===== src/rtl/uart_pkg.sv =====
package uart_pkg;
	// register byte addresses
	localparam logic [7:0] ADDR_STATUS   = 8'h00;
	localparam logic [7:0] ADDR_CTRL_ONE = 8'h04;
	localparam logic [7:0] ADDR_CTRL_TWO = 8'h08;
	localparam logic [7:0] ADDR_DATA     = 8'h0C;
	localparam logic [7:0] ADDR_DIVISOR  = 8'h10;
	// status bit positions
	localparam int ST_PARITY_ERROR_FLAG  = 7;
	localparam int ST_NOISE = 6;
	localparam int ST_FRAMING_ERROR_FLAG  = 5;
	localparam int ST_OVR   = 4;
	localparam int ST_RECEIVE_IDLE_FLAG = 3;
	localparam int ST_RAVL  = 2;
	localparam int ST_TRANSMIT_IDLE_FLAG = 1;
	localparam int ST_TEMPT = 0;
	localparam logic [7:0] STATUS_RST = 8'h0B;
	localparam logic [7:0] CTRL_ONE_RST = 8'h00;
	localparam logic [7:0] CTRL_TWO_RST = 8'h00;
	localparam logic [7:0] DIVISOR_RST = 8'h00;
	// baud tick multipliers
	localparam logic [6:0] SLOW_MULT = 7'd64;
	localparam logic [6:0] FAST_MULT = 7'd16;
	// oversampling: one tick is 1/16 bit in fast, 1/16 bit via pre-divide of 4
	localparam logic [3:0] OSR_LAST  = 4'hF;
	localparam logic [3:0] MID_SAMPLE = 4'h7;
	localparam logic [4:0] BREAK_BITS = 5'd13;
	localparam logic [1:0] RXQ_DEPTH = 2'd2;

	typedef struct packed {
		logic enable;
		logic nine_bit;
		logic par_en;
		logic par_odd;
		logic two_stop;
		logic brk;
		logic tx_ninth;
	} ctrl_one_t;

	typedef struct packed {
		logic tx_en;
		logic rx_en;
		logic fast;
		logic rx_irq_en;
	} ctrl_two_t;

	typedef struct packed {
		logic [8:0] data;
		logic       noise;
		logic       framing_error_flag;
		logic       parity_error_flag;
	} rx_word_t;

	typedef enum logic [3:0] {
		TX_IDLE  = 4'b0001,
		TX_SHIFT = 4'b0010,
		TX_BREAK = 4'b0100,
		TX_GAP   = 4'b1000
	} tx_state_t;

	typedef enum logic [2:0] {
		RX_IDLE  = 3'b001,
		RX_START = 3'b010,
		RX_SHIFT = 3'b100
	} rx_state_t;
endpackage : uart_pkg


===== src/rtl/uart_status_frame.sv =====
// Local design decisions: the address map and register access over APB.
`timescale 1ns/10ps
// Contract
// [RULE1] noise flag sets with receive-available, never on an overrun character
// [RULE2] noise, framing, overrun clear by status read then data access
// [RULE3] framing flag rises for a character with a bad stop bit
// [RULE4] overrun sets on buffer overflow and blocks further transfers
// [RULE5] receive idle is 0 from start detect to stop end, else 1; code sets it again at tick 9 of the stop bit
// [RULE6] moving a character sets receive-available; interrupt if enabled
// [RULE7] error flags set in the same cycle as receive-available
// [RULE8] receive-available clears after status then data read, if buffer empty
// [RULE9] transmit idle when empty and nothing shifting; line high then
// [RULE10] transmit idle clears by status read then data write
// [RULE11] transmit empty sets on shift load, clears by status then write
// [RULE12] enabling transmitter sets transmit empty at once
// [RULE13] function enable off floats both pins; on follows tx/rx enables
// [RULE14] disable discards buffers, resets baud, clears flags, sets idles
// [RULE15] disable aborts transfers but keeps other control settings; code also clears tx_en, rx_en and brk
// [RULE16] length select: 0 gives 8-bit, 1 gives 9-bit with ninth bits
// [RULE17] parity enable generates and checks parity, else no parity bit
// [RULE18] parity type 0 even, 1 odd
// [RULE19] stop select 0 one stop bit, 1 two stop bits
// [RULE20] break finishes buffered data then drives low at least 13 bits
// [RULE21] received ninth bit bit 1 read-only, transmitted ninth bit write-only
// [RULE22] parity error flag only while parity mode selected
// [RULE23] both directions shift least significant bit first at baud rate
// [RULE24] clearing tx or rx enable aborts, resets buffers, floats pin
// [RULE25] baud is clock over 64 or 16 times divisor plus one
// [RULE26] receiver majority-votes three centre samples, noise on disagreement
// [RULE27] start bit accepted only if still low at its mid-point
module uart_status_frame (
	input  wire logic        core_clk_in,
	input  wire logic        nrst_in,
	input  wire logic        psel_in,
	input  wire logic        penable_in,
	input  wire logic        pwrite_in,
	input  wire logic [7:0]  paddr_in,
	input  wire logic [31:0] pwdata_in,
	output logic      [31:0] prdata_out,
	output logic             pready_out,
	output logic             pslverr_out,
	input  wire logic        rx_in,
	output logic             tx_out,
	output logic             tx_oe_out,
	output logic             rx_ie_out,
	output logic             rx_irq_out
);
	uart_pkg::ctrl_one_t c1_q;
	uart_pkg::ctrl_two_t c2_q;
	logic [7:0]  div_q;
	logic [7:0]  stat;
	logic        tx_on, rx_on, acc, wr, rd;
	logic        st_rd_q;
	logic        parity_error_flag_q, noise_q, framing_error_flag_q, ovr_q, ravl_q, transmit_idle_flag_q, tempt_q;
	logic [8:0]  thr_q;
	logic        thr_full_q;
	uart_pkg::tx_state_t tst_q;
	uart_pkg::rx_state_t rst_q;
	logic [7:0]  bcnt_q;
	logic [1:0]  pre_q;
	logic        tick;
	logic [3:0]  tos_q, ros_q;
	logic [3:0]  tbit_q, rbit_q;
	logic [11:0] tsh_q;
	logic [3:0]  tlen;
	logic [4:0]  brk_q;
	logic [10:0] rsh_q;
	logic [3:0]  rlen;
	logic [2:0]  smp_q;
	logic        rnoise_q;
	uart_pkg::rx_word_t rxq_q [2];
	logic [1:0]  rxcnt_q;
	logic        push, pop, rclr, rdone_q;
	uart_pkg::rx_word_t rword;

	function automatic logic maj3(input logic [2:0] s);
		maj3 = (s[0] & s[1]) | (s[1] & s[2]) | (s[0] & s[2]);
	endfunction : maj3

	function automatic logic par9(input logic [8:0] d, input logic nine,
		input logic odd);
		par9 = ^d[7:0] ^ (nine & d[8]) ^ odd; // [RULE18]
	endfunction : par9

	assign tx_on = c1_q.enable & c2_q.tx_en;
	assign rx_on = c1_q.enable & c2_q.rx_en;
	assign tx_oe_out = tx_on; // [RULE13] [RULE24]
	assign rx_ie_out = rx_on; // [RULE13]
	assign acc = psel_in & penable_in;
	assign wr = acc & pwrite_in;
	assign rd = acc & ~pwrite_in;
	assign pready_out = 1'b1;
	assign pslverr_out = acc && paddr_in > uart_pkg::ADDR_DIVISOR;
	assign stat = {parity_error_flag_q, noise_q, framing_error_flag_q, ovr_q, (rst_q == uart_pkg::RX_IDLE),
		ravl_q, transmit_idle_flag_q, tempt_q}; // [RULE5]
	assign rx_irq_out = ravl_q & c2_q.rx_irq_en; // [RULE6]
	assign pop = rd && paddr_in == uart_pkg::ADDR_DATA && rxcnt_q != 2'd0;
	// ordered clear: data read right after a status read, buffer empty or not
	assign rclr = rd && paddr_in == uart_pkg::ADDR_DATA && st_rd_q; // [RULE2]

	// control registers; disable clears tx and rx enables and break only
	always_ff @(posedge core_clk_in or negedge nrst_in) begin
		if (!nrst_in) begin
			c1_q  <= uart_pkg::ctrl_one_t'(uart_pkg::CTRL_ONE_RST);
			c2_q  <= uart_pkg::ctrl_two_t'(uart_pkg::CTRL_TWO_RST[3:0]);
			div_q <= uart_pkg::DIVISOR_RST;
		end else begin
			if (wr && paddr_in == uart_pkg::ADDR_CTRL_ONE) begin
				c1_q <= {pwdata_in[7:2], pwdata_in[0]}; // [RULE21]
			end
			if (wr && paddr_in == uart_pkg::ADDR_CTRL_TWO) begin
				c2_q <= {pwdata_in[7:5], pwdata_in[2]};
			end
			if (wr && paddr_in == uart_pkg::ADDR_DIVISOR) begin
				div_q <= pwdata_in[7:0];
			end
			if (!c1_q.enable) begin
				c1_q.brk    <= 1'b0; // [RULE14] [RULE15]
				c2_q.tx_en  <= 1'b0;
				c2_q.rx_en  <= 1'b0;
			end
		end
	end

	// read data
	always_ff @(posedge core_clk_in or negedge nrst_in) begin
		if (!nrst_in) begin
			prdata_out <= 32'h0000_0000;
		end else if (psel_in && !penable_in && !pwrite_in) begin
			case (paddr_in)
				uart_pkg::ADDR_STATUS:   prdata_out <= {24'h0, stat};
				uart_pkg::ADDR_CTRL_ONE: prdata_out <= {24'h0, c1_q[6:1],
					rxq_q[0].data[8], 1'b0}; // [RULE21]
				uart_pkg::ADDR_CTRL_TWO: prdata_out <= {24'h0, c2_q[3:1],
					2'b00, c2_q.rx_irq_en, 2'b00};
				uart_pkg::ADDR_DATA:     prdata_out <= {24'h0, rxq_q[0].data[7:0]};
				uart_pkg::ADDR_DIVISOR:  prdata_out <= {24'h0, div_q};
				default:                 prdata_out <= 32'h0000_0000;
			endcase
		end
	end

	// status-read arms the ordered clear sequence
	always_ff @(posedge core_clk_in or negedge nrst_in) begin
		if (!nrst_in) begin
			st_rd_q <= 1'b0;
		end else if (acc) begin
			st_rd_q <= rd && paddr_in == uart_pkg::ADDR_STATUS;
		end
	end

	// baud generator: tick = clk/(4 or 1)/(div+1), 16 ticks per bit
	always_ff @(posedge core_clk_in or negedge nrst_in) begin
		if (!nrst_in) begin
			bcnt_q <= 8'h00;
			pre_q  <= 2'b00;
		end else if (!c1_q.enable) begin
			bcnt_q <= 8'h00; // [RULE14]
			pre_q  <= 2'b00;
		end else if (bcnt_q == div_q) begin
			bcnt_q <= 8'h00;
			pre_q  <= pre_q + 2'b01;
		end else begin
			bcnt_q <= bcnt_q + 8'h01;
		end
	end
	assign tick = (bcnt_q == div_q) & (c2_q.fast | (pre_q == 2'b11)); // [RULE25]

	// transmit frame length: start + data + parity + stop(s)
	assign tlen = 4'd10 + {3'b0, c1_q.nine_bit} + {3'b0, c1_q.par_en}
		+ {3'b0, c1_q.two_stop}; // [RULE16] [RULE17] [RULE19]

	// transmitter
	always_ff @(posedge core_clk_in or negedge nrst_in) begin
		if (!nrst_in) begin
			tst_q <= uart_pkg::TX_IDLE;
			tsh_q <= 12'hFFF;
			tos_q <= 4'h0;
			tbit_q <= 4'h0;
			brk_q <= 5'd0;
			tx_out <= 1'b1;
		end else if (!tx_on) begin
			tst_q <= uart_pkg::TX_IDLE; // [RULE24] [RULE15]
			tx_out <= 1'b1;
		end else begin
			case (tst_q)
				uart_pkg::TX_IDLE: begin
					tx_out <= 1'b1; // [RULE9]
					tos_q <= 4'h0;
					tbit_q <= 4'h0;
					if (thr_full_q) begin
						tst_q <= uart_pkg::TX_SHIFT;
						// lsb first, parity after data, stop ones [RULE23]
						tsh_q <= c1_q.nine_bit ?
							{1'b1, c1_q.par_en ? par9(thr_q, 1'b1, c1_q.par_odd) : 1'b1,
							 thr_q, 1'b0} :
							{2'b11, c1_q.par_en ? par9(thr_q, 1'b0, c1_q.par_odd) : 1'b1,
							 thr_q[7:0], 1'b0}; // [RULE17] [RULE18]
					end else if (c1_q.brk) begin
						tst_q <= uart_pkg::TX_BREAK; // [RULE20]
						brk_q <= 5'd0;
					end
				end
				uart_pkg::TX_SHIFT: begin
					tx_out <= tsh_q[0];
					if (tick) begin
						tos_q <= tos_q + 4'h1;
						if (tos_q == uart_pkg::OSR_LAST) begin
							tsh_q <= {1'b1, tsh_q[11:1]};
							tbit_q <= tbit_q + 4'h1;
							if (tbit_q == tlen - 4'd1) begin
								tst_q <= uart_pkg::TX_IDLE;
							end
						end
					end
				end
				uart_pkg::TX_BREAK: begin
					tx_out <= 1'b0;
					if (tick) begin
						tos_q <= tos_q + 4'h1;
						if (tos_q == uart_pkg::OSR_LAST &&
							brk_q != uart_pkg::BREAK_BITS) begin
							brk_q <= brk_q + 5'd1;
						end
					end
					if (brk_q == uart_pkg::BREAK_BITS && !c1_q.brk) begin
						tst_q <= uart_pkg::TX_GAP; // [RULE20]
					end
				end
				uart_pkg::TX_GAP: begin
					tx_out <= 1'b1;
					tst_q <= uart_pkg::TX_IDLE;
				end
				default: tst_q <= uart_pkg::TX_IDLE;
			endcase
		end
	end

	// transmit holding register and its flags
	always_ff @(posedge core_clk_in or negedge nrst_in) begin
		if (!nrst_in) begin
			thr_q <= 9'h000;
			thr_full_q <= 1'b0;
			tempt_q <= 1'b1;
			transmit_idle_flag_q <= 1'b1;
		end else if (!tx_on) begin
			thr_full_q <= 1'b0; // [RULE24] [RULE12] [RULE14]
			tempt_q <= 1'b1;
			transmit_idle_flag_q <= 1'b1;
		end else begin
			if (wr && paddr_in == uart_pkg::ADDR_DATA) begin
				thr_q <= {c1_q.tx_ninth, pwdata_in[7:0]}; // [RULE16]
				thr_full_q <= 1'b1;
			end else if (tst_q == uart_pkg::TX_IDLE && thr_full_q) begin
				thr_full_q <= 1'b0;
			end
			if (tst_q == uart_pkg::TX_IDLE && thr_full_q) begin
				tempt_q <= 1'b1; // [RULE11]
			end else if (wr && paddr_in == uart_pkg::ADDR_DATA && st_rd_q) begin
				tempt_q <= 1'b0; // [RULE11]
			end
			// a data write queues a character, so idle must not re-arm then
			if (tst_q == uart_pkg::TX_IDLE && !thr_full_q && tempt_q
				&& !c1_q.brk
				&& !(wr && paddr_in == uart_pkg::ADDR_DATA)) begin
				transmit_idle_flag_q <= 1'b1; // [RULE9] [RULE10]
			end else if (wr && paddr_in == uart_pkg::ADDR_DATA && st_rd_q) begin
				transmit_idle_flag_q <= 1'b0; // [RULE10]
			end else if (tst_q != uart_pkg::TX_IDLE) begin
				transmit_idle_flag_q <= 1'b0;
			end
		end
	end

	// receive frame length after start: data + parity + one stop
	assign rlen = 4'd9 + {3'b0, c1_q.nine_bit} + {3'b0, c1_q.par_en};

	// receiver
	always_ff @(posedge core_clk_in or negedge nrst_in) begin
		if (!nrst_in) begin
			rst_q <= uart_pkg::RX_IDLE;
			ros_q <= 4'h0;
			rbit_q <= 4'h0;
			rsh_q <= 11'h000;
			smp_q <= 3'b111;
			rnoise_q <= 1'b0;
			rdone_q <= 1'b0;
		end else if (!rx_on) begin
			rst_q <= uart_pkg::RX_IDLE; // [RULE24] [RULE15]
			rdone_q <= 1'b0;
		end else begin
			rdone_q <= 1'b0;
			case (rst_q)
				uart_pkg::RX_IDLE: begin
					ros_q <= 4'h0;
					rbit_q <= 4'h0;
					rnoise_q <= 1'b0;
					if (!rx_in) begin
						rst_q <= uart_pkg::RX_START; // [RULE5]
					end
				end
				uart_pkg::RX_START: if (tick) begin
					ros_q <= ros_q + 4'h1;
					if (ros_q == uart_pkg::MID_SAMPLE && rx_in) begin
						rst_q <= uart_pkg::RX_IDLE; // [RULE27]
					end else if (ros_q == uart_pkg::OSR_LAST) begin
						rst_q <= uart_pkg::RX_SHIFT;
					end
				end
				uart_pkg::RX_SHIFT: if (tick) begin
					ros_q <= ros_q + 4'h1;
					if (ros_q >= uart_pkg::MID_SAMPLE - 4'h1 &&
						ros_q <= uart_pkg::MID_SAMPLE + 4'h1) begin
						smp_q <= {smp_q[1:0], rx_in}; // [RULE26]
					end
					if (ros_q == uart_pkg::MID_SAMPLE + 4'h2) begin
						// lsb arrives first, shifted in from the top [RULE23]
						rsh_q <= {maj3(smp_q), rsh_q[10:1]};
						if (smp_q != 3'b000 && smp_q != 3'b111) begin
							rnoise_q <= 1'b1; // [RULE26]
						end
						rbit_q <= rbit_q + 4'h1;
						if (rbit_q == rlen - 4'd1) begin
							rst_q <= uart_pkg::RX_IDLE; // [RULE5]
							rdone_q <= 1'b1;
						end
					end
				end
				default: rst_q <= uart_pkg::RX_IDLE;
			endcase
		end
	end

	// align the received frame: stop is the last bit shifted in
	always_comb begin
		rword.noise = rnoise_q;
		rword.framing_error_flag = ~rsh_q[10]; // [RULE3]
		rword.data = 9'h000;
		rword.parity_error_flag = 1'b0;
		case ({c1_q.nine_bit, c1_q.par_en})
			2'b00: rword.data = {1'b0, rsh_q[9:2]};
			2'b01: begin
				rword.data = {1'b0, rsh_q[8:1]};
				rword.parity_error_flag = par9({1'b0, rsh_q[8:1]}, 1'b0, c1_q.par_odd)
					^ rsh_q[9]; // [RULE22]
			end
			2'b10: rword.data = rsh_q[9:1];
			2'b11: begin
				rword.data = rsh_q[8:0];
				rword.parity_error_flag = par9(rsh_q[8:0], 1'b1, c1_q.par_odd)
					^ rsh_q[9]; // [RULE22]
			end
			default: rword.data = 9'h000;
		endcase
	end

	assign push = rdone_q && !ovr_q && rxcnt_q != uart_pkg::RXQ_DEPTH; // [RULE4]

	// two-word receive buffer and receive flags
	always_ff @(posedge core_clk_in or negedge nrst_in) begin
		if (!nrst_in) begin
			rxq_q[0] <= '0;
			rxq_q[1] <= '0;
			rxcnt_q <= 2'd0;
			ravl_q <= 1'b0;
			ovr_q <= 1'b0;
			noise_q <= 1'b0;
			framing_error_flag_q <= 1'b0;
			parity_error_flag_q <= 1'b0;
		end else if (!rx_on) begin
			rxcnt_q <= 2'd0; // [RULE14] [RULE24]
			ravl_q <= 1'b0;
			ovr_q <= 1'b0;
			noise_q <= 1'b0;
			framing_error_flag_q <= 1'b0;
			parity_error_flag_q <= 1'b0;
		end else begin
			if (pop) begin
				rxq_q[0] <= (push && rxcnt_q == 2'd1) ? rword : rxq_q[1];
				if (push && rxcnt_q == 2'd2) rxq_q[1] <= rword;
			end else if (push) begin
				rxq_q[rxcnt_q[0]] <= rword;
			end
			rxcnt_q <= rxcnt_q + {1'b0, push} - {1'b0, pop};
			if (push) begin
				ravl_q <= 1'b1; // [RULE6]
				noise_q <= noise_q | rword.noise; // [RULE1] [RULE7]
				framing_error_flag_q <= framing_error_flag_q | rword.framing_error_flag; // [RULE3] [RULE7]
				parity_error_flag_q <= parity_error_flag_q | (c1_q.par_en & rword.parity_error_flag); // [RULE7]
			end else if (rclr) begin
				ravl_q <= rxcnt_q > 2'd1; // [RULE8]
				noise_q <= 1'b0; // [RULE2]
				framing_error_flag_q <= 1'b0;
				parity_error_flag_q <= 1'b0;
			end
			if (rdone_q && rxcnt_q == uart_pkg::RXQ_DEPTH && !pop) begin
				ovr_q <= 1'b1; // [RULE4]
			end else if (rclr) begin
				ovr_q <= 1'b0; // [RULE2]
			end
		end
	end

	property p_rx_flags;
		@(posedge core_clk_in) disable iff (!nrst_in)
		$rose(noise_q) |-> ravl_q && !$past(ovr_q);
	endproperty
	a_rx_flags: assert property (p_rx_flags) else $error("noise w/o avail"); // [RULE1]

	property p_ovr_block;
		@(posedge core_clk_in) disable iff (!nrst_in)
		ovr_q && !pop |=> rxcnt_q <= $past(rxcnt_q);
	endproperty
	a_ovr_block: assert property (p_ovr_block) else $error("overrun leak"); // [RULE4]

	property p_transmit_idle_flag_line;
		@(posedge core_clk_in) disable iff (!nrst_in)
		transmit_idle_flag_q && tx_on |-> tx_out;
	endproperty
	a_transmit_idle_flag_line: assert property (p_transmit_idle_flag_line) else $error("idle not high"); // [RULE9]

	property p_float;
		@(posedge core_clk_in) disable iff (!nrst_in)
		!c1_q.enable |-> !tx_oe_out && !rx_ie_out;
	endproperty
	a_float: assert property (p_float) else $error("pins driven"); // [RULE13]

	property p_transmitter_enable_empty;
		@(posedge core_clk_in) disable iff (!nrst_in)
		!tx_on ##1 tx_on |-> tempt_q;
	endproperty
	a_transmitter_enable_empty: assert property (p_transmitter_enable_empty) else $error("empty off"); // [RULE12]

	property p_disable;
		@(posedge core_clk_in) disable iff (!nrst_in)
		!c1_q.enable ##1 !c1_q.enable |-> !ravl_q && !ovr_q && transmit_idle_flag_q
			&& tempt_q && bcnt_q == 8'h00;
	endproperty
	a_disable: assert property (p_disable) else $error("disable state"); // [RULE14]

	property p_ravl_clr;
		@(posedge core_clk_in) disable iff (!nrst_in)
		$fell(ravl_q) && rx_on |-> $past(st_rd_q) && $past(rd)
			&& $past(paddr_in) == uart_pkg::ADDR_DATA;
	endproperty
	a_ravl_clr: assert property (p_ravl_clr) else $error("bad clear"); // [RULE8]

	property p_parity_error_flag_mode;
		@(posedge core_clk_in) disable iff (!nrst_in)
		$rose(parity_error_flag_q) |-> $past(c1_q.par_en);
	endproperty
	a_parity_error_flag_mode: assert property (p_parity_error_flag_mode) else $error("parity off"); // [RULE22]

	property p_break_low;
		@(posedge core_clk_in) disable iff (!nrst_in)
		tst_q == uart_pkg::TX_BREAK && tx_on |=> !tx_out || !tx_on;
	endproperty
	a_break_low: assert property (p_break_low) else $error("break high"); // [RULE20]

	c_rx_word: cover property (@(posedge core_clk_in) $rose(ravl_q));
	c_overrun: cover property (@(posedge core_clk_in) $rose(ovr_q));
	c_break:   cover property (@(posedge core_clk_in)
		tst_q == uart_pkg::TX_BREAK);
	c_tx_done: cover property (@(posedge core_clk_in) $rose(transmit_idle_flag_q));
endmodule : uart_status_frame


===== config.mk =====
export PLATFORM = sky130hd
export DESIGN_NAME = uart_status_frame
export DESIGN_NICKNAME = d
export VERILOG_FILES = /design/src/rtl/uart_pkg.sv /design/src/rtl/uart_status_frame.sv
export SDC_FILE = /design/constraint.sdc
export NUM_CORES = 1
export LEC_CHECK = 0
export BUFFER_PORTS_ARGS = -buffer_cell sky130_fd_sc_hd__buf_2
export CAP_MARGIN = 10
export CORE_MARGIN = 3
export CORE_UTILIZATION = 50
export CTS_CLUSTER_SIZE = 10
export DETAILED_ROUTE_END_ITERATION = 10
export PLACE_DENSITY = 0.76
export SLEW_MARGIN = 20
export SYNTH_ARGS = -nofsm -noshare
export SYNTH_HDL_FRONTEND = slang
export SYNTH_SLANG_ARGS = --single-unit

===== constraint.sdc =====
create_clock -name core_clk_in -period 2.9 [get_ports core_clk_in]
set_input_delay 0.29 -clock core_clk_in [delete_from_list [all_inputs] [get_ports core_clk_in]]
set_output_delay 0.29 -clock core_clk_in [all_outputs]
set_load 0.01 [all_outputs]

Yosys cells after proc, flatten, opt, wreduce, memory -nomap -nowiden. Index checks and enable logic that the tools add are counted.

Memory bits (read-only): 0. Bits in latches: 0. Input port bits: 46. Word-level logic and storage cells: 316. Register bits: 162. Memories kept: 0. Bits in writable memories: 0.

Divide/modulo/power cells: 0. Multiply operators: 0. Bitwise logic cells: 28. Eq/ne operators: 62. Shifts and indexed selects: 0. $lt $le $gt $ge: 6. Reduce and logical (&&, ||, !) cells: 66. Add/sub/neg operators: 16. Multiplexer cells: 91.

Operators by type and width (number): two-way mux 12 bit (6); two-way mux 4 bit (14); two-way mux 24 bit (2); one-hot mux 8 bit (5 select lines) (1); one-hot mux 9 bit (4 select lines) (1); two-way mux 1 bit (34); one-hot mux 4 bit (2 select lines) (4); inequality test 3 bit, second input constant (10); logical AND 1 bit (29); bitwise mux 24 bit (1); two-way mux 3 bit (8); one-hot mux 12 bit (2 select lines) (1); XOR reduction 8 bit (3); inequality test 2 bit, second input constant (11); two-way mux 5 bit (4); adder 4 x 1 -> 4 bit, second input constant (4); == test 4 bit, second input constant (4); == test 8 x 4 -> 1 bit, second input constant (2); two-way mux 8 bit (2); AND reduction 4 bit (4); AND reduction 5 bit (3); nonzero test 2 bit (7); adder 4 x 1 -> 4 bit (3); demux 12 bit (select 1 bit) (1); 52 further kinds (110).

Longest topological paths before layout. Gate-level depths: netlist of the first run.

Depth in word-level cells: 10. Mapped depth: 9.

Least setup slack after synthesis of the first run. No wires, ideal clock.

Path kind: input -> register. Start point: input paddr_in[1]. End point: register rxq_q[22] (netlist bit). Cell stages on the path: 8. Setup slack: 597 ps. Library setup time: 82 ps. Data arrival time: 2221 ps. Path buffers: 1. Data required time: 2818 ps. Cells stage by stage: or4_1 > nor4_1 > o211ai_1 > ha_1 > a211oi_2 > clkbuf_1 > nor2_1 > a31oi_1.

Longest elaborated chain between the ends: 5.

Ends and longest elaborated chain: from (decl) (RTL line uart_status_frame.sv:37) `input wire logic [7:0] paddr_in,`; == test 8 x 4 -> 1 bit * (RTL line uart_status_frame.sv:97) `assign pop = rd && paddr_in == uart_pkg::ADDR_DATA && rxcnt_q != 2'd0;`; logical AND 1 bit * (2 in a row) (RTL line uart_status_frame.sv:97); nonzero test 2 bit (no source line); AND reduction 2 bit (no source line); to (signal, indexed assignment) (RTL line uart_status_frame.sv:382) `rxq_q[rxcnt_q[0]] <= rword;`; to (decl) (RTL line uart_status_frame.sv:71) `uart_pkg::rx_word_t rxq_q [2];`.

Every way passes the cells marked *; elsewhere a longest branch is shown, timed or not. A chain may end at the register's enable or synchronous reset.

Final worst setup path of the first run.
Start point: register bcnt_q[2]. End point: register rsh_q[1].

Longest elaborated chain between the ends: 3.

Ends and longest elaborated chain: from (decl) (RTL line uart_status_frame.sv:59) `logic [7:0] bcnt_q;`; from (signal assigned) (RTL line uart_status_frame.sv:164) `bcnt_q <= bcnt_q + 8'h01;`; == test 8 bit (RTL line uart_status_frame.sv:167) `assign tick = (bcnt_q == div_q) & (c2_q.fast | (pre_q == 2'b11));`; AND 1 bit (RTL line uart_status_frame.sv:167); AND reduction 4 bit (no source line); to (signal assigned) (RTL line uart_status_frame.sv:318) `rsh_q <= {maj3(smp_q), rsh_q[10:1]};`; to (decl) (RTL line uart_status_frame.sv:67) `logic [10:0] rsh_q;`.

No other way between the ends.

==> results of run 1 <==
per-stage QoR:
step                utilization [%]  setup WS [ns]
floorplan                         -          0.597
global placement               54.0          0.487
detailed placement             54.0          0.406
CTS                            58.0          0.391
global route                   58.0          0.320
finish                         58.0          0.381
state kept, by name (all words and copies together) (netlist names), 5 cells and up:
| name | flops |
|---|---|
| bcnt_q | 8 |
| brk_q | 5 |
| c1_q | 7 |
| div_q | 8 |
| prdata_out | 8 |
| rsh_q | 11 |
| rxq_q | 18 |
| thr_q | 9 |
| tsh_q | 11 |
critical path: cells and delay by family, from the launching register on:
kind,cells,cell delay (ns)
simple gates,3,1.35
flops,1,0.44
mux,1,0.37
xor+xnor,1,0.23
synthesized netlist by cell type (all sizes together) (19+ instances only):
library cell  instances  area, um2
nand3                28        153
xor2                 19        166
dfrtp               112       2800
a21oi                30        150
buf                  31        215
nor2                 42        160
mux2                 54        631
mux2i                19        190
dfstp                19        499
ha                   20        250
inv                  20       75.1
clkbuf               20       75.1
o21ai                33        165
nand2                91        342
power breakdown:
part / total [mW] / leakage [nW] / internal (mW) / switching [mW]
clock: 2.06 / 0.276 / 1.30 / 0.761
sequential: 1.86 / 1.74 / 1.84 / 0.0113
combinational: 0.177 / 1.75 / 0.0531 / 0.124
layout make-up:
cell class | instances | area (um2)
inverters | 21 | 78.8
flip-flops and latches | 131 | 3300
repair buffers | 48 | 293
well taps | 180 | 225
clock buffers | 26 | 479
clock inverters | 6 | 80.1
fillers | 1134 | 5920
multi-input cells | 541 | 3720
logic make-up after synthesis:
family                   synth area share [%]
multiplexers                             11.2
XOR/XNOR                                 4.93
AO/OA/AOI/OAI                            12.2
other                                   0.103
adder cells (fa/ha/maj)                  3.56
buffers and inverters                    5.05
flip-flops                               45.2
AND/OR/NAND/NOR                          17.7
path summary, 6_finish.rpt:
path	start	end	slack (ns)	cells after the start
max	bcnt_q[2]$_DFF_PN0_	rsh_q[1]$_DFFE_PN0P_	0.38	5
min	rx_in	rst_q[0]$_DFFE_PN1P_	0.12	3
max reg2reg	bcnt_q[2]$_DFF_PN0_	rsh_q[1]$_DFFE_PN0P_	0.38	5
min reg2reg	tsh_q[0]$_DFFE_PN1P_	tsh_q[0]$_DFFE_PN1P_	0.47	2
max in group asynchronous	nrst_in	tsh_q[9]$_DFFE_PN1P_	1.73	3
min in group asynchronous	nrst_in	thr_q[2]$_DFFE_PN0P_	0.40	2
repair_timing:
| item | in CTS | in global routing |
|---|---|---|
| hold buffers | 1 | 0 |
| setup buffers | 0 | 0 |
| hold endpoints to repair | 28 | 0 |
routing by layer:
layer | track usage [%] | wire (um)
met4 | 11.4 | 648
met2 | 35.8 | 8270
met3 | 5.05 | 913
met5 | 0 | 0
met1 | 27.8 | 7310
==> out/qor.yml, run 1 <==
timing:
  maxSlewHeadroom_pct: 46.9
  holdWs_ns: 0.118
  finalMaxSlewViolations: 0
  fin_skew_ns: 0.00659
  fin_crit_ns: 2.52
  grt_setup_unrepaired: "false"
  hold_violations: 0
  clock.fmax_mhz: 397
  fin_tns_setup_ns: 0
  fin_crit_sh_pct: 86.8
  worst_pin_slew_ns: 0.795
  setup_viol: 0
grt:
  grt_pass1_vias: 5614
  grt_pass1_wl_mm: 28.3
  grt_max_degree: 49
  grt_overflow_total: 0
  antenna_found_initial: 0
  gr-usage-all-layers_pct: 22.1
logic_synthesis:
  syn_area_um2: 7310
  synth_cell_types: 69
  synth-seq-cells: 131
  avgSynthCellArea_um2: 10.1
  yosysSeqAreaShare_pct: 45.2
  ys.flop_type: "dfrtp_1"
  yosysWarnings: 0
  synth-edff-count: 0
  async_flop_share_pct: 100
  postSynthCellCount: 721
power_and_ir_drop:
  pwr_density_cell_nw_per_um2: 501
  ir_worst_vdd_v: 0.000426
  total_power_mw: 4.10
  p_leak_nw: 3.77
cells_and_area:
  finish.instance_area_um2: 8180
  final_cell_mix: "dfrtp_1 (112), nand2_1 (91), mux2_2 (48)"
  layout_commonest_cell: "dfrtp_1"
  syn2layout_area_growth_pct: 12.0
  diodes: 0
  layout-drive-gt1-share_pct: 20.6
  nets: 826
  stdcell_count: 953
placement:
  dp_cells: 920
  post-dp-hpwl_mm: 12.4
  postPlaceCellArea_um2: 7610
  port_buffers: 34
  routabilityCongestion: 0.889
floorplan:
  die_x_um: 127
  start_util_pct: 51.8
  pin_count: 84
  fp.dieH_um: 127
  dieArea_um2: 16100
  placementRows: 43
  core_area_um2: 14100
worst_setup_path:
  critPathRequiredTime_ns: 3.21
  path_cells: "xor2_1 -> nor4_4 -> nand3_4 -> or4_1 -> mux2_4"
  max_stage_delay_ns: 0.68
  arrival_ns: 2.83
  startpoint_type: "flop"
  cp_max_fo: 16
  crit_type: "reg2reg"
  end_kind: "flop"
  crit_path_top_delay_cell: "or4_1"
detailed_routing:
  wirelength_mm: 17.1
  vias_per_cell: 5.80
  antenna_left: 0
  vias: 5529
  drc: 0
  drtIter0Drc: 313
  dr.pass1.iters: 5
  avgRoutedWirePerCell_um: 18.0
clock_network:
  cts_tree: "built"
  clk_path_buf_depth: 2
  htreeDepth: 4
  cts.repair.resized: 0
  clock_latency_ns: 0.43
  clkTransAtPathRegs_ns: 0.05
  cts_buffers: 17
  cts_sinks: 131
  root_buffer: "clkbuf_16"
hold_path:
  hold_class: "in2reg"
run:
  cap_viol_max_count: 0
outcome:
  status: "complete, no violations"
Note: power is estimated with default switching activity, not from simulation.
==> run 2, diff against run 1 <==
--- a/config.mk
+++ b/config.mk
@@ -5,6 +5,7 @@
 export SDC_FILE = /design/constraint.sdc
 export NUM_CORES = 1
 export LEC_CHECK = 0
+export ABC_AREA = 1
 export BUFFER_PORTS_ARGS = -buffer_cell sky130_fd_sc_hd__buf_2
 export CAP_MARGIN = 10
 export CORE_MARGIN = 3
==> out/qor.yml, run 2 <==
logic_synthesis:
  yosysWarnings: 0  # unchanged
  synth_common_cells: "nand2_1 (299), inv_1 (122), dfrtp_1 (112)"
  ys.flop_type: "dfrtp_1"
  yosys-top-cells-area: "dfrtp_1 (37%), nand2_1 (15%), dfstp_2 (6.5%)"
  synth.most_common_cell: "nand2_1"
  synth_top_cell_by_area: "dfrtp_1"
  postSynthCellCount: 1002  # +39%
  synth_cell_types: 52  # -25%
  synth-edff-count: 0  # unchanged
  yosysSeqAreaShare_pct: 43.2  # -1.9 points
  avgSynthCellArea_um2: 7.62  # -25%
  netlist.area_leader.share_pct: 36.7  # -1.7 points
  synth-seq-cells: 131  # unchanged
  async_flop_share_pct: 100  # unchanged
  syn_area_um2: 7640  # +4.5%
power_and_ir_drop:
  ir_worst_vdd_v: 0.000438  # +2.6%
  p_sw_share_pct: 21.5  # -0.35 points
  p_seq_share_pct: 43.9  # -1.4 points
  combPwrFrac_pct: 3.7  # -0.6 points
  p_leak_nw: 4.01  # +6.5%
  p_clk_share_pct: 52.4  # +2.0 points
  p_int_mw: 3.32  # +3.8%
  pwr_density_cell_nw_per_um2: 499  # -0.43%
  p_sw_mw: 0.911  # +1.6%
clock_network:
  cts_buffers: 17  # unchanged
  cts.repair.resized: 0  # unchanged
  cts_setup_buffers: 0  # unchanged
  clock_latency_ns: 0.42  # about the same
  clkTransAtPathRegs_ns: 0.06  # about the same
  cts_sinks: 131  # unchanged
  clk_path_buf_depth: 2  # unchanged
  root_buffer: "clkbuf_16"
  cts_tree: "built"
  hold_buffers: 1  # unchanged
  htreeDepth: 4  # unchanged
timing:
  fin_tns_setup_ns: 0  # unchanged
  setup_viol: 0  # unchanged
  hold_violations: 0  # unchanged
  maxSlewHeadroom_pct: 53.7  # +6.8 points
  fin_crit_ns: 2.34  # -0.178 ns
  clock.fmax_mhz: 427  # +7.6%
  fin_crit_sh_pct: 80.7  # -6.1 points
  grt_setup_unrepaired: "false"
  worst_pin_slew_ns: 0.693  # -0.103 ns
  finalMaxSlewViolations: 0  # unchanged
  fin_skew_ns: 0.00662  # +0.0000312 ns
worst_setup_path:
  crit_type: "reg2reg"
  critical_path.top_delay_family: "adder cells"
  crit_path_end: "tst_q[0]$_DFFE_PN1P_"
  arrival_ns: 2.69  # -0.14 ns
  cp_max_fo: 7  # -9
  max_stage_delay_ns: 0.48  # -0.20 ns
  crit_path_top_delay_cell: "dfrtp_1"
  cp_num_cells: 13  # +8
  timing.critical_path.buf_inv: 2  # +2
  startpoint_type: "flop"
  critPathRequiredTime_ns: 3.25  # +0.04 ns
  critPathLaunch: "c1_q[5]$_DFFE_PN0P_"
  r2r_start: "c1_q[5]$_DFFE_PN0P_"
  rr_endpoint: "tst_q[0]$_DFFE_PN1P_"
  path_common_cell: "ha_1"
  r2r_cells: 13  # +8
  reg2reg_slack_ns: 0.56  # +0.18 ns
  path_cells: "inv_1 -> ha_1 -> inv_1 -> ha_1 -> ha_1 -> nor2_1 -> nor2_1 -> nand2_1 -> nor3_1 -> nand4_1 -> nand2_1 -> nand3_1 -> o21ai_0"
  end_kind: "flop"
floorplan:
  dieArea_um2: 16800  # +4.3%
  pin_count: 84  # unchanged
  die_x_um: 130  # +2.1%
  core_area_um2: 14800  # +4.7%
  start_util_pct: 51.8  # -0.082 points
  placementRows: 44  # +2.3%
  fp.dieH_um: 130  # +2.1%
outcome:
  status: "complete, no violations"
detailed_routing:
  dr.pass1.iters: 7  # +2
  vias: 6511  # +18%
  drtIter0Drc: 568  # +81%
  vias_per_cell: 5.27  # -9.2%
  avgRoutedWirePerCell_um: 13.9  # -23%
  drc: 0  # unchanged
  antenna_left: 0  # unchanged
  wirelength_mm: 17.1  # about the same
cells_and_area:
  diodes: 0  # unchanged
  stdcell_count: 1236  # +30%
  final_cell_mix: "nand2_1 (299), inv_1 (122), dfrtp_1 (112)"
  regMostFlops: "rxq_q"
  layout-drive-gt1-share_pct: 11.4  # -9.2 points
  layout_commonest_cell: "nand2_1"
  largest_reg_flops: 18  # unchanged
  nets: 1105  # +34%
  syn2layout_area_growth_pct: 11.1
  reg_top3: "rxq_q: 18 flops, rsh_q: 11 flops, tsh_q: 11 flops"
placement:
  post-dp-hpwl_mm: 12.4  # -0.10%
  dp_cells: 1203  # +31%
  routabilityCongestion: 0.919  # +3.3%
  port_buffers: 34  # unchanged
hold_path:
  hold_class: "in2reg"
grt:
  grt_max_degree: 55  # +12%
  grt_overflow_total: 0  # unchanged
  grt_pass1_wl_mm: 28.3  # about the same
  gr-usage-all-layers_pct: 21.2  # -0.89 points
  grt_pass1_vias: 5959  # +6.1%
  antenna_found_initial: 0  # unchanged
run:
  cap_viol_max_count: 0  # unchanged
run 2: changes by cell type after synthesis, moves of 9 or more:
| cell | before | now |
|---|---|---|
| a22oi_1 | 14 | 0 |
| a31oi_1 | 14 | 5 |
| clkbuf_1 | 20 | 10 |
| inv_1 | 20 | 122 |
| mux2_2 | 48 | 0 |
| mux2i_1 | 19 | 0 |
| nand2_1 | 91 | 299 |
| nand3_1 | 27 | 50 |
| nor2_1 | 41 | 57 |
| nor3_1 | 8 | 17 |
| o21ai_0 | 32 | 99 |
| o21ai_1 | 1 | 24 |
run 2: how the worst min path moves through the flow:
stage	from	endpoint	slack (ns)	cells past startpoint
detailed placement	nrst_in	brk_q[1]$_DFFE_PN0P_	0.37	1
CTS	rx_in	rst_q[0]$_DFFE_PN1P_	0.08	3
floorplan	nrst_in	bcnt_q[0]$_DFF_PN0_	-0.006	0
global route	rx_in	rst_q[0]$_DFFE_PN1P_	0.11	3
global placement	nrst_in	brk_q[1]$_DFFE_PN0P_	0.36	1
finish	rx_in	rst_q[0]$_DFFE_PN1P_	0.1	3
run 2: metrics by stage:
| step | hold WS (ns) | total power, mW | setup slack, ns | cell area, um2 | utilization (%) |
|---|---|---|---|---|---|
| finish | 0.0999 | 4.23 | 0.559 | 8490 | 57.5 |
| floorplan | -0.00559 | 1.98 | 0.894 | 7720 | - |
| global placement | 0.362 | 2.04 | 0.583 | 7860 | 53.3 |
| CTS | 0.0848 | 4.26 | 0.559 | 8490 | 57.5 |
| detailed placement | 0.367 | 2.04 | 0.511 | 7860 | 53.3 |
| global route | 0.112 | 4.37 | 0.373 | 8490 | 57.5 |
run 2: power by group through the flow:
| stage | Combinational [mW] | Clock (mW) | Sequential [mW] |
|---|---|---|---|
| 6_report | 0.156 | 2.22 | 1.86 |
| 4_1_cts | 0.159 | 2.25 | 1.85 |
| 2_1_floorplan | 0.0920 | 0 | 1.89 |
| 3_3_place_gp | 0.155 | 0 | 1.89 |
| 5_1_grt | 0.178 | 2.34 | 1.86 |
| 3_5_place_dp | 0.156 | 0 | 1.89 |
run 2: cells by family (layout without fill, tap and decap cells):
kind of cell    Yosys count  count (layout)  share of synthesized area [%]
flops                   131             131                           43.2
other cells               2              25                         0.0983
buf+inv                 178             205                           10.6
simple gates            456             456                           25.5
compound gates          186             186                           13.9
xor+xnor                 29              29                           3.33
fa+ha+maj                20              20                           3.28
run 2: worst reg2reg max path: stages (launching register included):
cell and delay, ns:
dfrtp_1 0.48, inv_1 0.16, ha_1 0.30, inv_1 0.04, ha_1 0.17, ha_1 0.29
nor2_1 0.05, nor2_1 0.10, nand2_1 0.07, nor3_1 0.16, nand4_1 0.11, nand2_1 0.12
nand3_1 0.08, o21ai_0 0.14
run 2: final cells by class:
class,instances,area [um2]
tap,184,230
fill,1298,6270
multi-input combinational,716,3610
sequential,131,3300
clock inverter,10,129
inverter,134,508
timing repair buffer,39,225
clock buffer,22,484
run 2: per-layer routing:
metal	part of all wire (%)	wire length, um	track usage [%]
met3	5.7	975	5.03
met4	1.6	280	7.27
met2	45	7630	32.2
met5	0	0	0
met1	48	8240	30.1
==> run 3, diff against run 2 <==
--- a/config.mk
+++ b/config.mk
@@ -5,14 +5,14 @@
 export SDC_FILE = /design/constraint.sdc
 export NUM_CORES = 1
 export LEC_CHECK = 0
-export ABC_AREA = 1
+export ABC_AREA = 0
 export BUFFER_PORTS_ARGS = -buffer_cell sky130_fd_sc_hd__buf_2
 export CAP_MARGIN = 10
 export CORE_MARGIN = 3
 export CORE_UTILIZATION = 50
 export CTS_CLUSTER_SIZE = 10
 export DETAILED_ROUTE_END_ITERATION = 10
-export PLACE_DENSITY = 0.76
+export PLACE_DENSITY = 0.79
 export SLEW_MARGIN = 20
 export SYNTH_ARGS = -nofsm -noshare
 export SYNTH_HDL_FRONTEND = slang
==> constraint.sdc (replaced) <==
create_clock -name core_clk_in -period 1.9 [get_ports core_clk_in]
set_input_delay 0.19 -clock core_clk_in [delete_from_list [all_inputs] [get_ports core_clk_in]]
set_output_delay 0.19 -clock core_clk_in [all_outputs]
set_load 0.01 [all_outputs]
==> out/qor.yml, run 3 (same netlist as run 1, synthesis figures left out) <==
outcome:
  status: "finished with violations"
  violations: "setup timing"
worst_setup_path:
  path_common_cell: "buf_12"
  rr_endpoint: "tsh_q[7]$_DFFE_PN1P_"
  critPathRequiredTime_ns: 2.25  # -1.00 ns
  end_kind: "flop"
  startpoint_type: "flop"
  r2r_start: "div_q[0]$_DFFE_PN0P_"
  crit_path_top_delay_cell: "dfrtp_1"
  r2r_cells: 7  # -6
  path_cells: "xor2_1 -> nor4_4 -> nand3_4 -> buf_12 -> o31ai_4 -> buf_12 -> mux2_4"
  crit_type: "reg2reg"
  max_stage_delay_ns: 0.40  # -0.08 ns
  cp_max_fo: 9  # +2
  reg2reg_slack_ns: -0.25  # -0.81 ns
  arrival_ns: 2.50  # -0.19 ns
detailed_routing:
  vias: 6034  # -7.3%
  drtIter0Drc: 477  # -16%
  dr.pass1.iters: 5  # -2
  avgRoutedWirePerCell_um: 17.9  # +29%
  antenna_left: 0  # unchanged
  vias_per_cell: 5.79  # +9.8%
  wirelength_mm: 18.7  # +9.0%
  drc: 0  # unchanged
hold_path:
  holdPathEnd: "div_q[1]$_DFFE_PN0P_"
  worstHoldPathCells: 2  # -1
  holdCritStartpoint: "pwdata_in[1]"
  hold_class: "in2reg"
clock_network:
  clk_path_buf_depth: 2  # unchanged
  cts_buffers: 17  # unchanged
  clock_latency_ns: 0.43  # about the same
  clkTransAtPathRegs_ns: 0.06  # about the same
  root_buffer: "clkbuf_16"
  htreeDepth: 4  # unchanged
  cts_tree: "built"
  cts_sinks: 131  # unchanged
floorplan:
  start_util_pct: 51.8  # +0.082 points
  placementRows: 43  # -2.3%
  pin_count: 84  # unchanged
  dieArea_um2: 16100  # -4.1%
  core_area_um2: 14100  # -4.5%
  fp.dieH_um: 127  # -2.1%
  die_x_um: 127  # -2.1%
timing:
  clock.fmax_mhz: 465  # +9.0%
  setup_viol: 47  # +47
  holdWs_ns: 0.0566  # -0.0433 ns
  fin_skew_ns: 0.0115  # +0.00485 ns
  worst_slack_ns: -0.249  # -0.808 ns
  worst_pin_slew_ns: 0.603  # -0.0893 ns
  fin_crit_sh_pct: 113  # +32 points
  maxSlewHeadroom_pct: 59.7  # +6.0 points
  fin_crit_ns: 2.15  # -0.192 ns
  grt_setup_unrepaired: "true"
  finalMaxSlewViolations: 0  # unchanged
  hold_violations: 0  # unchanged
cells_and_area:
  diodes: 0  # unchanged
  multi_input_area_um2: 3990  # +11%
  n_fill_cell: 1034  # -20%
  layout_commonest_cell: "dfrtp_1"
  area.sequential_um2: 3300  # unchanged
  syn2layout_area_growth_pct: 26.5
  layout-drive-gt1-share_pct: 34.4  # +23 points
  regMostFlops: "rxq_q"
  nets: 917  # -17%
  final_cell_mix: "dfrtp_1 (112), buf_4 (97), nand2_1 (87)"
  largest_reg_flops: 18  # unchanged
  reg_top3: "rxq_q: 18 flops, rsh_q: 11 flops, tsh_q: 11 flops"
power_and_ir_drop:
  ir_worst_vdd_v: 0.000672  # +54%
  pwr_density_cell_nw_per_um2: 703  # +41%
  total_power_mw: 6.50  # +54%
  p_leak_nw: 4.30  # +7.1%
grt:
  grt_pass1_wl_mm: 30.2  # +6.6%
  gr-usage-all-layers_pct: 23.6  # +2.3 points
  grt_pass1_vias: 5852  # -1.8%
  grt_max_degree: 52  # -5.5%
  antenna_found_initial: 0  # unchanged
  grt_overflow_total: 0  # unchanged
placement:
  routabilityCongestion: 0.868  # -5.5%
  port_buffers: 34  # unchanged
  post-dp-hpwl_mm: 13.2  # +6.8%
  pre_cts_ws_ns: -0.280  # -0.791 ns
run:
  cap_viol_max_count: 0  # unchanged
[run 3: report_power, final]
group / internal (mW) / switching, mW / leakage, nW
logic: 0.115 / 0.214 / 2.28
clock network: 2.09 / 1.26 / 0.277
registers: 2.81 / 0.0135 / 1.74
[run 3: through the flow]
| stage | area, um2 | util (%) | instances | setup TNS, ns |
|---|---|---|---|---|
| after global routing | 9250 | 65.6 | 1043 | -10.52 |
| after detailed placement | 8410 | 59.6 | 1005 | -9.88 |
| after CTS | 9090 | 64.5 | 1039 | -7.36 |
| final | 9250 | 65.6 | 1043 | -7.21 |
| after global placement | 8410 | 59.6 | 1005 | -7.33 |
| after floorplan | 7540 | - | 744 | -8.49 |
[run 3: final cells by class]
| class | instances | area share [%] |
|---|---|---|
| Sequential cell | 131 | 35.7 |
| Multi-Input combinational cell | 541 | 43.2 |
| Clock inverter | 12 | 1.72 |
| Timing Repair Buffer | 139 | 11.3 |
| Inverter | 21 | 0.853 |
| Clock buffer | 19 | 4.79 |
| Tap cell | 180 | 2.44 |
[run 3: worst max path at each step]
stage                               startpoint              endpoint  slack, ns  cells after the start
after floorplan            bcnt_q[0]$_DFF_PN0_  rsh_q[0]$_DFFE_PN0P_      -0.32                      6
after global placement             paddr_in[1]  rxcnt_q[1]$_DFF_PN0_      -0.25                      9
after detailed placement           paddr_in[1]  rxcnt_q[1]$_DFF_PN0_      -0.28                      9
after CTS                  bcnt_q[2]$_DFF_PN0_  tsh_q[7]$_DFFE_PN1P_      -0.25                      7
after global routing      div_q[0]$_DFFE_PN0P_  tsh_q[7]$_DFFE_PN1P_      -0.31                      7
final                     div_q[0]$_DFFE_PN0P_  tsh_q[7]$_DFFE_PN1P_      -0.25                      7
[run 3: worst max-delay path: cells and delay by family (launching register included)]
family | cells | cell delay (ns)
and+or+nand+nor | 2 | 0.57
DFF | 1 | 0.40
buffers and inverters | 2 | 0.37
muxes | 1 | 0.31
AOI/OAI and AO/OA | 1 | 0.22
xor gates and xnor gates | 1 | 0.19
[run 3: timing repair]
action	in CTS	in global routing
pin swaps	9	10
endpoints found under the hold margin	99	0
setup endpoints to repair	46	73
resized for setup	13	36
setup buffers	2	4
hold buffers	1	0
[run 3: metal layers]
layer	vias to the layer above	global-route usage, %	part of all wire [%]
met1	2986	31.1	43
met2	210	38.9	50
met3	38	4.84	4.9
li1	2800	-	-
met4	0	8.08	2.3
met5	-	0	0
